**src/hdl/fault_bank_defs.svh**
```systemverilog
`ifndef FAULT_BANK_DEFS_SVH
`define FAULT_BANK_DEFS_SVH

// ==========================================
// Bus geometry
`define APB_ADDR_W 13
`define APB_DATA_W 32
`define REG_IDX_W 11

// ==========================================
// Register indices, byte address is four times the index
`define IDX_CELL_LOW_UNDERVOLT 11'h53f
`define IDX_AUX_OVERTEMP 11'h540
`define IDX_AUX_UNDERTEMP 11'h541
`define IDX_AUX_PIN_COMPARE 11'h543
`define IDX_CELL_HIGH_COMPARE 11'h545
`define IDX_CELL_LOW_COMPARE 11'h546
`define IDX_CELL_HIGH_OPENWIRE 11'h548
`define IDX_CELL_LOW_OPENWIRE 11'h549
`define IDX_BALANCE_HIGH_OPENWIRE 11'h54b
`define IDX_BALANCE_LOW_OPENWIRE 11'h54c
`define IDX_AUX_COMPARE_THRESHOLD 11'h560
`define IDX_CELL_COMPARE_THRESHOLD 11'h561
`define IDX_OPENWIRE_THRESHOLD 11'h562
`define IDX_EVENT_STATUS 11'h563
`define IDX_EVENT_CLEAR 11'h564
`define IDX_EVENT_ENABLE 11'h565

// ==========================================
// Field widths and reset values
`define STATUS_W 8
`define STATUS_RST 8'h00
`define AUX_THR_W 3
`define AUX_THR_RST 3'h0
`define CELL_THR_W 5
`define CELL_THR_RST 5'h00
`define OPENWIRE_THR_W 4
`define OPENWIRE_THR_RST 4'h0
`define EVENT_W 10
`define EVENT_RST 10'h000

`endif

```
**src/hdl/fault_bank_pkg.sv**
```systemverilog
package fault_bank_pkg;
  // Bit positions of the event status, enable and clear registers
  typedef enum logic [3:0] {
    EV_CELL_LOW_UNDERVOLT,
    EV_AUX_OVERTEMP,
    EV_AUX_UNDERTEMP,
    EV_AUX_PIN_COMPARE,
    EV_CELL_HIGH_COMPARE,
    EV_CELL_LOW_COMPARE,
    EV_CELL_HIGH_OPENWIRE,
    EV_CELL_LOW_OPENWIRE,
    EV_BALANCE_HIGH_OPENWIRE,
    EV_BALANCE_LOW_OPENWIRE
  } event_bit_e;
  typedef logic [7:0] status_byte_t;
endpackage

```
**src/hdl/cell_fault_status_bank.sv**
```systemverilog
`timescale 1ns/10ps
`default_nettype none
`include "fault_bank_defs.svh"

module cell_fault_status_bank
  import fault_bank_pkg::*;
#(
  parameter int READING_W = 16
) (
  input wire logic pclk,
  input wire logic presetn,
  input wire logic psel,
  input wire logic penable,
  input wire logic pwrite,
  input wire logic [`APB_ADDR_W-1:0] paddr,
  input wire logic [`APB_DATA_W-1:0] pwdata,
  output logic [`APB_DATA_W-1:0] prdata,
  output logic pready,
  output logic pslverr,
  input wire logic [7:0] cell_undervolt_flag,
  input wire logic [7:0] input_overtemp_flag,
  input wire logic [7:0] input_undertemp_flag,
  input wire logic aux_compare_valid,
  input wire logic [7:0][READING_W-1:0] aux_main_reading,
  input wire logic [7:0][READING_W-1:0] aux_redundant_reading,
  input wire logic cell_compare_valid,
  input wire logic openwire_valid,
  input wire logic [15:0][READING_W-1:0] main_cell_reading,
  input wire logic [15:0][READING_W-1:0] redundant_cell_reading,
  input wire logic balance_openwire_valid,
  input wire logic [15:0] balance_openwire_fail,
  output logic irq
);

  // ==========================================
  // Storage
  status_byte_t cell_low_undervolt_flags;
  status_byte_t aux_overtemp_flags;
  status_byte_t aux_undertemp_flags;
  status_byte_t aux_pin_compare_results;
  status_byte_t cell_high_compare_results;
  status_byte_t cell_low_compare_results;
  status_byte_t cell_high_openwire_results;
  status_byte_t cell_low_openwire_results;
  status_byte_t balance_high_openwire_results;
  status_byte_t balance_low_openwire_results;
  logic [`AUX_THR_W-1:0] aux_compare_threshold;
  logic [`CELL_THR_W-1:0] cell_compare_threshold;
  logic [`OPENWIRE_THR_W-1:0] openwire_threshold;
  logic [`EVENT_W-1:0] event_status;
  logic [`EVENT_W-1:0] event_enable;

  logic [7:0] aux_pin_compare_fail;
  logic [15:0] cell_compare_fail;
  logic [15:0] cell_openwire_fail;
  logic [7:0] next_aux_pin_compare;
  logic [15:0] next_cell_compare;
  logic [15:0] next_cell_openwire;
  logic [15:0] next_balance_openwire;
  logic [`EVENT_W-1:0] event_raise;
  logic [`EVENT_W-1:0] event_clear;
  logic [`EVENT_W-1:0] next_event_status;
  logic [`EVENT_W-1:0] next_event_enable;

  // ==========================================
  // Decoding helpers
  function automatic logic diff_exceeds(
    input logic [READING_W-1:0] a,
    input logic [READING_W-1:0] b,
    input logic [READING_W-1:0] thr
  );
    logic [READING_W-1:0] d;
    d = (a > b) ? (a - b) : (b - a);
    return d > thr;
  endfunction

  function automatic logic is_mapped(input logic [`REG_IDX_W-1:0] idx);
    case (idx)
      `IDX_CELL_LOW_UNDERVOLT, `IDX_AUX_OVERTEMP, `IDX_AUX_UNDERTEMP,
      `IDX_AUX_PIN_COMPARE, `IDX_CELL_HIGH_COMPARE, `IDX_CELL_LOW_COMPARE,
      `IDX_CELL_HIGH_OPENWIRE, `IDX_CELL_LOW_OPENWIRE,
      `IDX_BALANCE_HIGH_OPENWIRE, `IDX_BALANCE_LOW_OPENWIRE,
      `IDX_AUX_COMPARE_THRESHOLD, `IDX_CELL_COMPARE_THRESHOLD,
      `IDX_OPENWIRE_THRESHOLD, `IDX_EVENT_STATUS, `IDX_EVENT_CLEAR,
      `IDX_EVENT_ENABLE: return 1'b1;
      default: return 1'b0;
    endcase
  endfunction

  function automatic logic is_writable(input logic [`REG_IDX_W-1:0] idx);
    case (idx)
      `IDX_AUX_COMPARE_THRESHOLD, `IDX_CELL_COMPARE_THRESHOLD,
      `IDX_OPENWIRE_THRESHOLD, `IDX_EVENT_CLEAR,
      `IDX_EVENT_ENABLE: return 1'b1;
      default: return 1'b0;
    endcase
  endfunction

  // ==========================================
  // Per-channel comparisons
  genvar gi;
  generate
    for (gi = 0; gi < 8; gi++) begin : g_aux
      assign aux_pin_compare_fail[gi] = diff_exceeds(aux_main_reading[gi],
        aux_redundant_reading[gi], READING_W'(aux_compare_threshold));
    end
    for (gi = 0; gi < 16; gi++) begin : g_cell
      assign cell_compare_fail[gi] = diff_exceeds(main_cell_reading[gi],
        redundant_cell_reading[gi], READING_W'(cell_compare_threshold));
      // Threshold sits in the low bits of the reading scale
      assign cell_openwire_fail[gi] =
        main_cell_reading[gi] < READING_W'(openwire_threshold);
    end
  endgenerate

  // Results hold between diagnostic runs; a pass clears the bit
  assign next_aux_pin_compare = aux_compare_valid ?
    aux_pin_compare_fail : aux_pin_compare_results;
  assign next_cell_compare = cell_compare_valid ? cell_compare_fail :
    {cell_high_compare_results, cell_low_compare_results};
  assign next_cell_openwire = openwire_valid ? cell_openwire_fail :
    {cell_high_openwire_results, cell_low_openwire_results};
  assign next_balance_openwire = balance_openwire_valid ? balance_openwire_fail :
    {balance_high_openwire_results, balance_low_openwire_results};

  // ==========================================
  // Status bytes, never touched by the bus
  always_ff @(posedge pclk or negedge presetn) begin
    if (!presetn) begin
      cell_low_undervolt_flags <= `STATUS_RST;
      aux_overtemp_flags <= `STATUS_RST;
      aux_undertemp_flags <= `STATUS_RST;
    end else begin
      cell_low_undervolt_flags <= cell_undervolt_flag;
      aux_overtemp_flags <= input_overtemp_flag;
      aux_undertemp_flags <= input_undertemp_flag;
    end
  end

  always_ff @(posedge pclk or negedge presetn) begin
    if (!presetn) begin
      aux_pin_compare_results <= `STATUS_RST;
      cell_high_compare_results <= `STATUS_RST;
      cell_low_compare_results <= `STATUS_RST;
    end else begin
      aux_pin_compare_results <= next_aux_pin_compare;
      cell_high_compare_results <= next_cell_compare[15:8];
      cell_low_compare_results <= next_cell_compare[7:0];
    end
  end

  always_ff @(posedge pclk or negedge presetn) begin
    if (!presetn) begin
      cell_high_openwire_results <= `STATUS_RST;
      cell_low_openwire_results <= `STATUS_RST;
      balance_high_openwire_results <= `STATUS_RST;
      balance_low_openwire_results <= `STATUS_RST;
    end else begin
      cell_high_openwire_results <= next_cell_openwire[15:8];
      cell_low_openwire_results <= next_cell_openwire[7:0];
      balance_high_openwire_results <= next_balance_openwire[15:8];
      balance_low_openwire_results <= next_balance_openwire[7:0];
    end
  end

  // ==========================================
  // APB slave
  logic setup_phase;
  logic write_done;
  logic [`REG_IDX_W-1:0] reg_idx;
  logic [`APB_DATA_W-1:0] read_value;

  assign setup_phase = psel && !penable;
  // Writes land only at the edge where the master sees pready
  assign write_done = psel && penable && pwrite && pready;
  assign reg_idx = paddr[`APB_ADDR_W-1:2];

  always_comb begin
    read_value = '0;
    case (reg_idx)
      `IDX_CELL_LOW_UNDERVOLT: read_value[7:0] = cell_low_undervolt_flags;
      `IDX_AUX_OVERTEMP: read_value[7:0] = aux_overtemp_flags;
      `IDX_AUX_UNDERTEMP: read_value[7:0] = aux_undertemp_flags;
      `IDX_AUX_PIN_COMPARE: read_value[7:0] = aux_pin_compare_results;
      `IDX_CELL_HIGH_COMPARE: read_value[7:0] = cell_high_compare_results;
      `IDX_CELL_LOW_COMPARE: read_value[7:0] = cell_low_compare_results;
      `IDX_CELL_HIGH_OPENWIRE: read_value[7:0] = cell_high_openwire_results;
      `IDX_CELL_LOW_OPENWIRE: read_value[7:0] = cell_low_openwire_results;
      `IDX_BALANCE_HIGH_OPENWIRE: read_value[7:0] = balance_high_openwire_results;
      `IDX_BALANCE_LOW_OPENWIRE: read_value[7:0] = balance_low_openwire_results;
      `IDX_AUX_COMPARE_THRESHOLD: read_value[`AUX_THR_W-1:0] = aux_compare_threshold;
      `IDX_CELL_COMPARE_THRESHOLD: read_value[`CELL_THR_W-1:0] = cell_compare_threshold;
      `IDX_OPENWIRE_THRESHOLD: read_value[`OPENWIRE_THR_W-1:0] = openwire_threshold;
      `IDX_EVENT_STATUS: read_value[`EVENT_W-1:0] = event_status;
      `IDX_EVENT_ENABLE: read_value[`EVENT_W-1:0] = event_enable;
      default: read_value = '0;
    endcase
  end

  // Answer is prepared in the setup cycle, so no wait states are inserted
  always_ff @(posedge pclk or negedge presetn) begin
    if (!presetn) begin
      pready <= 1'b0;
      prdata <= '0;
      pslverr <= 1'b0;
    end else begin
      pready <= setup_phase;
      prdata <= (setup_phase && !pwrite) ? read_value : '0;
      // Refused transfers still complete, so a master never waits on an error
      pslverr <= setup_phase && (paddr[1:0] != 2'b00 || !is_mapped(reg_idx) ||
        (pwrite && !is_writable(reg_idx)));
    end
  end

  always_ff @(posedge pclk or negedge presetn) begin
    if (!presetn) begin
      aux_compare_threshold <= `AUX_THR_RST;
      cell_compare_threshold <= `CELL_THR_RST;
      openwire_threshold <= `OPENWIRE_THR_RST;
      event_enable <= `EVENT_RST;
    end else if (write_done && !pslverr) begin
      case (reg_idx)
        `IDX_AUX_COMPARE_THRESHOLD: aux_compare_threshold <= pwdata[`AUX_THR_W-1:0];
        `IDX_CELL_COMPARE_THRESHOLD: cell_compare_threshold <= pwdata[`CELL_THR_W-1:0];
        `IDX_OPENWIRE_THRESHOLD: openwire_threshold <= pwdata[`OPENWIRE_THR_W-1:0];
        `IDX_EVENT_ENABLE: event_enable <= pwdata[`EVENT_W-1:0];
        default: ;
      endcase
    end
  end

  // ==========================================
  // Events and interrupt
  // A register raises its event when any of its bits goes from 0 to 1
  assign event_raise[EV_CELL_LOW_UNDERVOLT] = |(cell_undervolt_flag & ~cell_low_undervolt_flags);
  assign event_raise[EV_AUX_OVERTEMP] = |(input_overtemp_flag & ~aux_overtemp_flags);
  assign event_raise[EV_AUX_UNDERTEMP] = |(input_undertemp_flag & ~aux_undertemp_flags);
  assign event_raise[EV_AUX_PIN_COMPARE] = |(next_aux_pin_compare & ~aux_pin_compare_results);
  assign event_raise[EV_CELL_HIGH_COMPARE] =
    |(next_cell_compare[15:8] & ~cell_high_compare_results);
  assign event_raise[EV_CELL_LOW_COMPARE] =
    |(next_cell_compare[7:0] & ~cell_low_compare_results);
  assign event_raise[EV_CELL_HIGH_OPENWIRE] =
    |(next_cell_openwire[15:8] & ~cell_high_openwire_results);
  assign event_raise[EV_CELL_LOW_OPENWIRE] =
    |(next_cell_openwire[7:0] & ~cell_low_openwire_results);
  assign event_raise[EV_BALANCE_HIGH_OPENWIRE] =
    |(next_balance_openwire[15:8] & ~balance_high_openwire_results);
  assign event_raise[EV_BALANCE_LOW_OPENWIRE] =
    |(next_balance_openwire[7:0] & ~balance_low_openwire_results);

  assign event_clear = (write_done && !pslverr && reg_idx == `IDX_EVENT_CLEAR) ?
    pwdata[`EVENT_W-1:0] : `EVENT_RST;
  // A new event in the clearing cycle survives the clear
  assign next_event_status = (event_status & ~event_clear) | event_raise;
  // An enable written in this cycle already counts, so irq never lags its status bits
  assign next_event_enable = (write_done && !pslverr && reg_idx == `IDX_EVENT_ENABLE) ?
    pwdata[`EVENT_W-1:0] : event_enable;

  always_ff @(posedge pclk or negedge presetn) begin
    if (!presetn) begin
      event_status <= `EVENT_RST;
      irq <= 1'b0;
    end else begin
      event_status <= next_event_status;
      irq <= |(next_event_status & next_event_enable);
    end
  end

  // ==========================================
  // Checks
  // At the edge that releases reset the flops are still cleared, so the
  // source-following checks start only once presetn is sampled high
  AST_UV_FOLLOWS: assert property (@(posedge pclk) disable iff (!presetn)
    presetn |=> cell_low_undervolt_flags == $past(cell_undervolt_flag))
    else $error("undervolt byte does not follow comparator");
  AST_OT_BIT0: assert property (@(posedge pclk) disable iff (!presetn)
    presetn && input_overtemp_flag[0] ##1 input_overtemp_flag[0] |-> aux_overtemp_flags[0])
    else $error("overtemp input 1 not at bit 0");
  AST_UT_STABLE: assert property (@(posedge pclk) disable iff (!presetn)
    presetn && $stable(input_undertemp_flag)
      |=> aux_undertemp_flags == $past(input_undertemp_flag, 2))
    else $error("undertemp byte mismatch");
  AST_AUX_FAIL: assert property (@(posedge pclk) disable iff (!presetn)
    aux_compare_valid && diff_exceeds(aux_main_reading[0], aux_redundant_reading[0],
      READING_W'(aux_compare_threshold)) |=> aux_pin_compare_results[0])
    else $error("aux pin compare fail not set");
  AST_AUX_HOLD: assert property (@(posedge pclk) disable iff (!presetn)
    !aux_compare_valid |=> $stable(aux_pin_compare_results))
    else $error("aux compare results changed without a run");
  AST_CELL_HIGH: assert property (@(posedge pclk) disable iff (!presetn)
    cell_compare_valid && diff_exceeds(main_cell_reading[10], redundant_cell_reading[10],
      READING_W'(cell_compare_threshold)) |=> cell_high_compare_results[2])
    else $error("cell 11 compare fail not at bit 2");
  AST_CELL_LOW_PASS: assert property (@(posedge pclk) disable iff (!presetn)
    cell_compare_valid && !diff_exceeds(main_cell_reading[0], redundant_cell_reading[0],
      READING_W'(cell_compare_threshold)) |=> !cell_low_compare_results[0])
    else $error("cell 1 compare pass not cleared");
  AST_OW_HIGH: assert property (@(posedge pclk) disable iff (!presetn)
    openwire_valid && main_cell_reading[15] >= READING_W'(openwire_threshold)
      |=> !cell_high_openwire_results[7])
    else $error("cell 16 open wire set without cause");
  AST_OW_LOW: assert property (@(posedge pclk) disable iff (!presetn)
    openwire_valid && main_cell_reading[0] < READING_W'(openwire_threshold)
      |=> cell_low_openwire_results[0])
    else $error("cell 1 open wire not set");
  AST_BAL: assert property (@(posedge pclk) disable iff (!presetn)
    balance_openwire_valid |=> {balance_high_openwire_results,
      balance_low_openwire_results} == $past(balance_openwire_fail))
    else $error("balance open wire bytes mismatch");
  AST_RO_WRITE: assert property (@(posedge pclk) disable iff (!presetn)
    setup_phase && pwrite && reg_idx == `IDX_CELL_LOW_COMPARE
      |=> pready && pslverr ##1 $stable(cell_low_compare_results) || cell_compare_valid)
    else $error("write to status byte not refused");
  AST_IRQ: assert property (@(posedge pclk) disable iff (!presetn)
    |(event_status & event_enable) |-> irq)
    else $error("interrupt low with enabled event");
  AST_IRQ_LOW: assert property (@(posedge pclk) disable iff (!presetn)
    irq |-> |(event_status & event_enable))
    else $error("interrupt high with no enabled event");
  // A raise that meets a clear in the same cycle must still leave its bit set
  AST_SET_WINS: assert property (@(posedge pclk) disable iff (!presetn)
    presetn && |event_raise |=> (event_status & $past(event_raise)) == $past(event_raise))
    else $error("raised event bit lost");

  // ==========================================
  // Result bytes move only on their strobes
  AST_AUX_PASS: assert property (@(posedge pclk) disable iff (!presetn)
    aux_compare_valid && !diff_exceeds(aux_main_reading[7], aux_redundant_reading[7],
      READING_W'(aux_compare_threshold)) |=> !aux_pin_compare_results[7])
    else $error("aux pin 8 compare pass not cleared");
  AST_CELL_LOW_FAIL: assert property (@(posedge pclk) disable iff (!presetn)
    cell_compare_valid && diff_exceeds(main_cell_reading[3], redundant_cell_reading[3],
      READING_W'(cell_compare_threshold)) |=> cell_low_compare_results[3])
    else $error("cell 4 compare fail not at bit 3");
  AST_CELL_HOLD: assert property (@(posedge pclk) disable iff (!presetn)
    !cell_compare_valid |=> $stable({cell_high_compare_results, cell_low_compare_results}))
    else $error("cell compare results changed without a run");
  AST_OW_HOLD: assert property (@(posedge pclk) disable iff (!presetn)
    !openwire_valid |=> $stable({cell_high_openwire_results, cell_low_openwire_results}))
    else $error("open wire results changed without a run");
  AST_BAL_HOLD: assert property (@(posedge pclk) disable iff (!presetn)
    !balance_openwire_valid
      |=> $stable({balance_high_openwire_results, balance_low_openwire_results}))
    else $error("balance results changed without a run");

  // ==========================================
  // Bus timing
  // One access cycle per setup; answer fields stay idle outside it, so a
  // master that samples late sees zeros rather than stale data
  AST_PREADY_ONE: assert property (@(posedge pclk) disable iff (!presetn)
    setup_phase |=> pready)
    else $error("no ready after setup");
  AST_PREADY_DROP: assert property (@(posedge pclk) disable iff (!presetn)
    pready |=> !pready)
    else $error("ready held beyond one cycle");
  AST_ERR_WITH_READY: assert property (@(posedge pclk) disable iff (!presetn)
    pslverr |-> pready)
    else $error("error without ready");
  AST_PRDATA_IDLE: assert property (@(posedge pclk) disable iff (!presetn)
    !pready |-> prdata == '0)
    else $error("read data not cleared outside access");

endmodule

`default_nettype wire

```
**config.mk**
```make
export PLATFORM = sky130hd
export DESIGN_NAME = cell_fault_status_bank
export DESIGN_NICKNAME = d
export VERILOG_FILES = /design/src/hdl/fault_bank_pkg.sv /design/src/hdl/cell_fault_status_bank.sv
export VERILOG_INCLUDE_DIRS = /design/src /design/src/hdl
export SDC_FILE = /design/constraint.sdc
export NUM_CORES = 2
export LEC_CHECK = 0
export BUFFER_PORTS_ARGS = -buffer_cell sky130_fd_sc_hd__buf_2
export CAP_MARGIN = 20
export CORE_AREA = 5 5 343 345
export DETAILED_ROUTE_END_ITERATION = 10
export DIE_AREA = 0 0 348 350
export GPL_TIMING_DRIVEN = 0
export MAX_ROUTING_LAYER = met4
export PLACE_DENSITY = 0.71
export SLEW_MARGIN = 5
export SYNTH_ARGS = -nofsm -noshare
export SYNTH_HDL_FRONTEND = slang
export SYNTH_SLANG_ARGS = --single-unit
```
**constraint.sdc**
```tcl
create_clock -name pclk -period 3.5 [get_ports pclk]
set_input_delay 0.35 -clock pclk [delete_from_list [all_inputs] [get_ports pclk]]
set_output_delay 0.35 -clock pclk [all_outputs]
set_load 0.005 [all_outputs]
```
==> qor.csv <==
stage,metric,value,unit
timing,setup ws final,-1612,ps
outcome,status,"finished, violations left",
die,Die Area,0.1218,sq mm
timing,Max Slew Vio Count,0,
global_routing,global-route total usage across every layer,35.36,%
logic_synthesis,Post-synth EDFFs,0,
logic_synthesis,Post-Syn Area,0.05107,sq mm
timing,Final Cycle Share,146.1,%
setup_path,element type at the critical path end,flip-flop,
global_routing,first-pass GRT wire length,333.5,mm
timing,Slew @ Worst Pin,1165,ps
drt,post-route antenna net violation count,0,
cts,clk root buf,clkbuf_16,
drt,Routed WL per cell,22.70,um
cts,CTS Buf Count,17,
logic_synthesis,"FFs w/ async S/R, synth",100.0,%
logic_synthesis,synth warn,0,
worst_hold_path,worst min path class,in2reg,
global_routing,grt ovf,0,
drt,drt first pass iters,6,
die,Starting Density,44.85,%
pwr,leakage,31.43,nW
cts,Clock Latency Late Sink,430,ps
die,I/O Pins,897,
placement,dpl hpwl,187.1,mm
job,Max-Cap Viols,0,
setup_path,CP Launch Type,input pin,
die,DIE WIDTH,348,um
cells_and_area,nets@finish,10120,
cells_and_area,"most common cell after layout, fill and taps aside",inv_1,
logic_synthesis,largest family of logic cells by synthesized area,compound AO/OA/AOI/OAI gates,
setup_path,CP max stage cell,or4_4,
logic_synthesis,synth top area cells,"ha_1, inv_1, a21oi_1, dfrtp_1, o21ai_0",
logic_synthesis,synthesized flop and latch total,125,
cts,Max clock buf depth,2,
cells_and_area,Fillers,11090,
logic_synthesis,post-synthesis mux area share,3.834,%
logic_synthesis,Compound-Gate Fraction of Synth Area,32.21,%
cts,CTS H-tree lvls,4,
die,die height,350,um
pwr,Worst VDD drop,314.8,uV
cts,Clock Sinks,125,
logic_synthesis,Syn Inst Count,7235,
logic_synthesis,post-synthesis xor/xnor area fraction,4.613,%
outcome,violated checks,negative setup slack,
logic_synthesis,post-synth cell types,100,
logic_synthesis,ys flop type,dfrtp_1,
logic_synthesis,Synth top area share,21.95,%
placement,RD Place Congestion,0.9855,
cells_and_area,highest-count cells in the layout ignoring fill and taps,"inv_1, buf_2, ha_1, a21oi_1, nor2_1",
pwr,PD cells,227.3,mW/mm^2
logic_synthesis,sequential share of the synthesized area,6.125,%
timing,RSZ-0062 raised after global routing,true,
die,row cnt,124,
cells_and_area,"Area growth, synth to finish",25.77,%
setup_path,Critical Path Max Stage Delay,450,ps
setup_path,WS Path Type,in2reg,
drt,Starting DRT DRC Count,5467,
timing,Fmax,195.6,MHz
cells_and_area,layout cells sized above 1,22.84,%
global_routing,initial antenna violation count,144,
global_routing,vias in the first global route,56740,
timing,worst rel slew slack,22.24,%
setup_path,R2R setup slack,-1280,ps
setup_path,Worst Path Arrival,5340,ps
die,Core Region,0.1139,sq mm
logic_synthesis,biggest area consumer among synthesized cells,ha_1,
logic_synthesis,Avg Inst Size Synth,7.059,sq um
logic_synthesis,simple-gate share of the synthesized area,18.92,%
drt,# DRC,0,
setup_path,crit-path max FO,5,
timing,minimum clock period,5112,ps
global_routing,largest net degree at the start of global routing,67,
drt,via count,60100,
drt,DR vias/cell,6.033,
logic_synthesis,Adder-Cell Fraction of Synth Area,23.83,%
setup_path,critical path required time,3730,ps
drt,Total Wirelength,226.2,mm
cts,clk slew on worst S/H paths,70,ps
cts,CTS tree,built,
setup_path,family with the most delay on the worst path,compound AO/OA/AOI/OAI gates,
placement,Port Buf Inserts,850,
timing,Setup-failing EPs final,22,
timing,Hold Fails Final Rpt,0,
timing,Hold Slack,39.51,ps
placement,Place WS,-2684,ps
setup_path,CP Buf/Inv Count,5,
timing,final setup skew,14.70,ps
flip-flops by register name, indices dropped and copies added (netlist names):
register,cells
cell_low_compare_results,8
event_enable,10
aux_pin_compare_results,8
cell_low_openwire_results,8
event_status,10
irq,1
cell_compare_threshold,5
cell_low_undervolt_flags,8
openwire_threshold,4
aux_undertemp_flags,8
cell_high_compare_results,8
pready,1
cell_high_openwire_results,8
balance_high_openwire_results,8
prdata,10
pslverr,1
aux_overtemp_flags,8
aux_compare_threshold,3
balance_low_openwire_results,8
what timing repair did:
action / in CTS / in global routing
setup endpoints to repair: 29 / 29
hold buffers: 1 / 0
pin swaps: 295 / 214
hold endpoints to repair: 59 / 0
buffers inserted: 189 / 66
resized for setup: 425 / 290
per-layer routing:
metal | global-route usage, % | vias to the layer above | part of all wire [%]
li1 | - | 28410 | -
met1 | 42.20 | 28470 | 40
met2 | 57.05 | 2643 | 46
met3 | 8.377 | 574 | 8.9
met4 | 15.28 | 0 | 5.1
met5 | - | - | 0
cells in the mapped netlist, types with 84 or more instances:
cell      count
a21o_1      255
a21oi_1     652
a31oi_1      91
clkbuf_1    270
dfrtp_1     125
ha_1        896
inv_1      1075
mux2i_1     109
nand2_1     371
nand2b_1    104
nand3_1     149
nand4_1     124
nor2_1      420
nor2b_1     107
nor3_1      127
nor4_1      110
o21a_1      131
o21ai_0     400
o21bai_1     84
xnor2_1     174
xor2_1       95
report_power, final:
| part | total [W] | internal (W) | switching (W) |
|---|---|---|---|
| sequential | 0.00154 | 0.00149 | 0.0000471 |
| clock | 0.00196 | 0.00127 | 0.000691 |
| combinational | 0.0111 | 0.00479 | 0.00632 |
| total | 0.0146 | 0.00754 | 0.00706 |
kinds of logic (layout without fill, tap and decap cells):
kind of cell | Yosys count | in the layout
compound gates | 2458 | 2458
xor+xnor | 269 | 269
fa+ha+maj | 944 | 944
buf+inv | 1394 | 2464
flops | 125 | 125
mux | 186 | 186
other cells | 1 | 145
simple gates | 1858 | 1858
final cells by class:
class / instances / area [sq um] / share of cell area, %
multi-input combinational: 5737 / 45880 / 71.43
timing repair buffer: 1125 / 6800 / 10.59
inverter: 1076 / 4177 / 6.502
sequential: 125 / 3129 / 4.872
tap: 1512 / 1892 / 2.945
buffer: 231 / 1403 / 2.184
clock buffer: 19 / 432.9 / 0.6740
antenna: 123 / 307.8 / 0.4792
clock inverter: 13 / 211.5 / 0.3292
per-stage QoR:
step / area [sq um] / utilization [%] / TNS, ps / cells / power, W
global route: 64200 / 56.38 / -16710 / 9950 / 0.01567
floorplan: 52230 / - / -10820 / 7256 / 0.008358
finish: 64230 / 56.40 / -12770 / 9961 / 0.01460
global placement: 58380 / 51.26 / -49270 / 9618 / 0.01096
detailed placement: 58660 / 51.51 / -42230 / 9632 / 0.01108
CTS: 62400 / 54.80 / -14320 / 9795 / 0.01389
final timing paths:
kind,cells after the start,endpoint,start
max reg2reg,14,irq$_DFF_PN0_,aux_compare_threshold[1]$_DFFE_PN0P_
min in group asynchronous,2,pslverr$_DFF_PN0_,presetn
max,25,irq$_DFF_PN0_,main_cell_reading[144]
min,1,aux_undertemp_flags[5]$_DFF_PN0_,input_undertemp_flag[5]
max in group asynchronous,3,cell_compare_threshold[0]$_DFFE_PN0P_,presetn
min reg2reg,2,event_status[8]$_DFF_PN0_,event_status[8]$_DFF_PN0_
(Power assumes the default switching activity.)
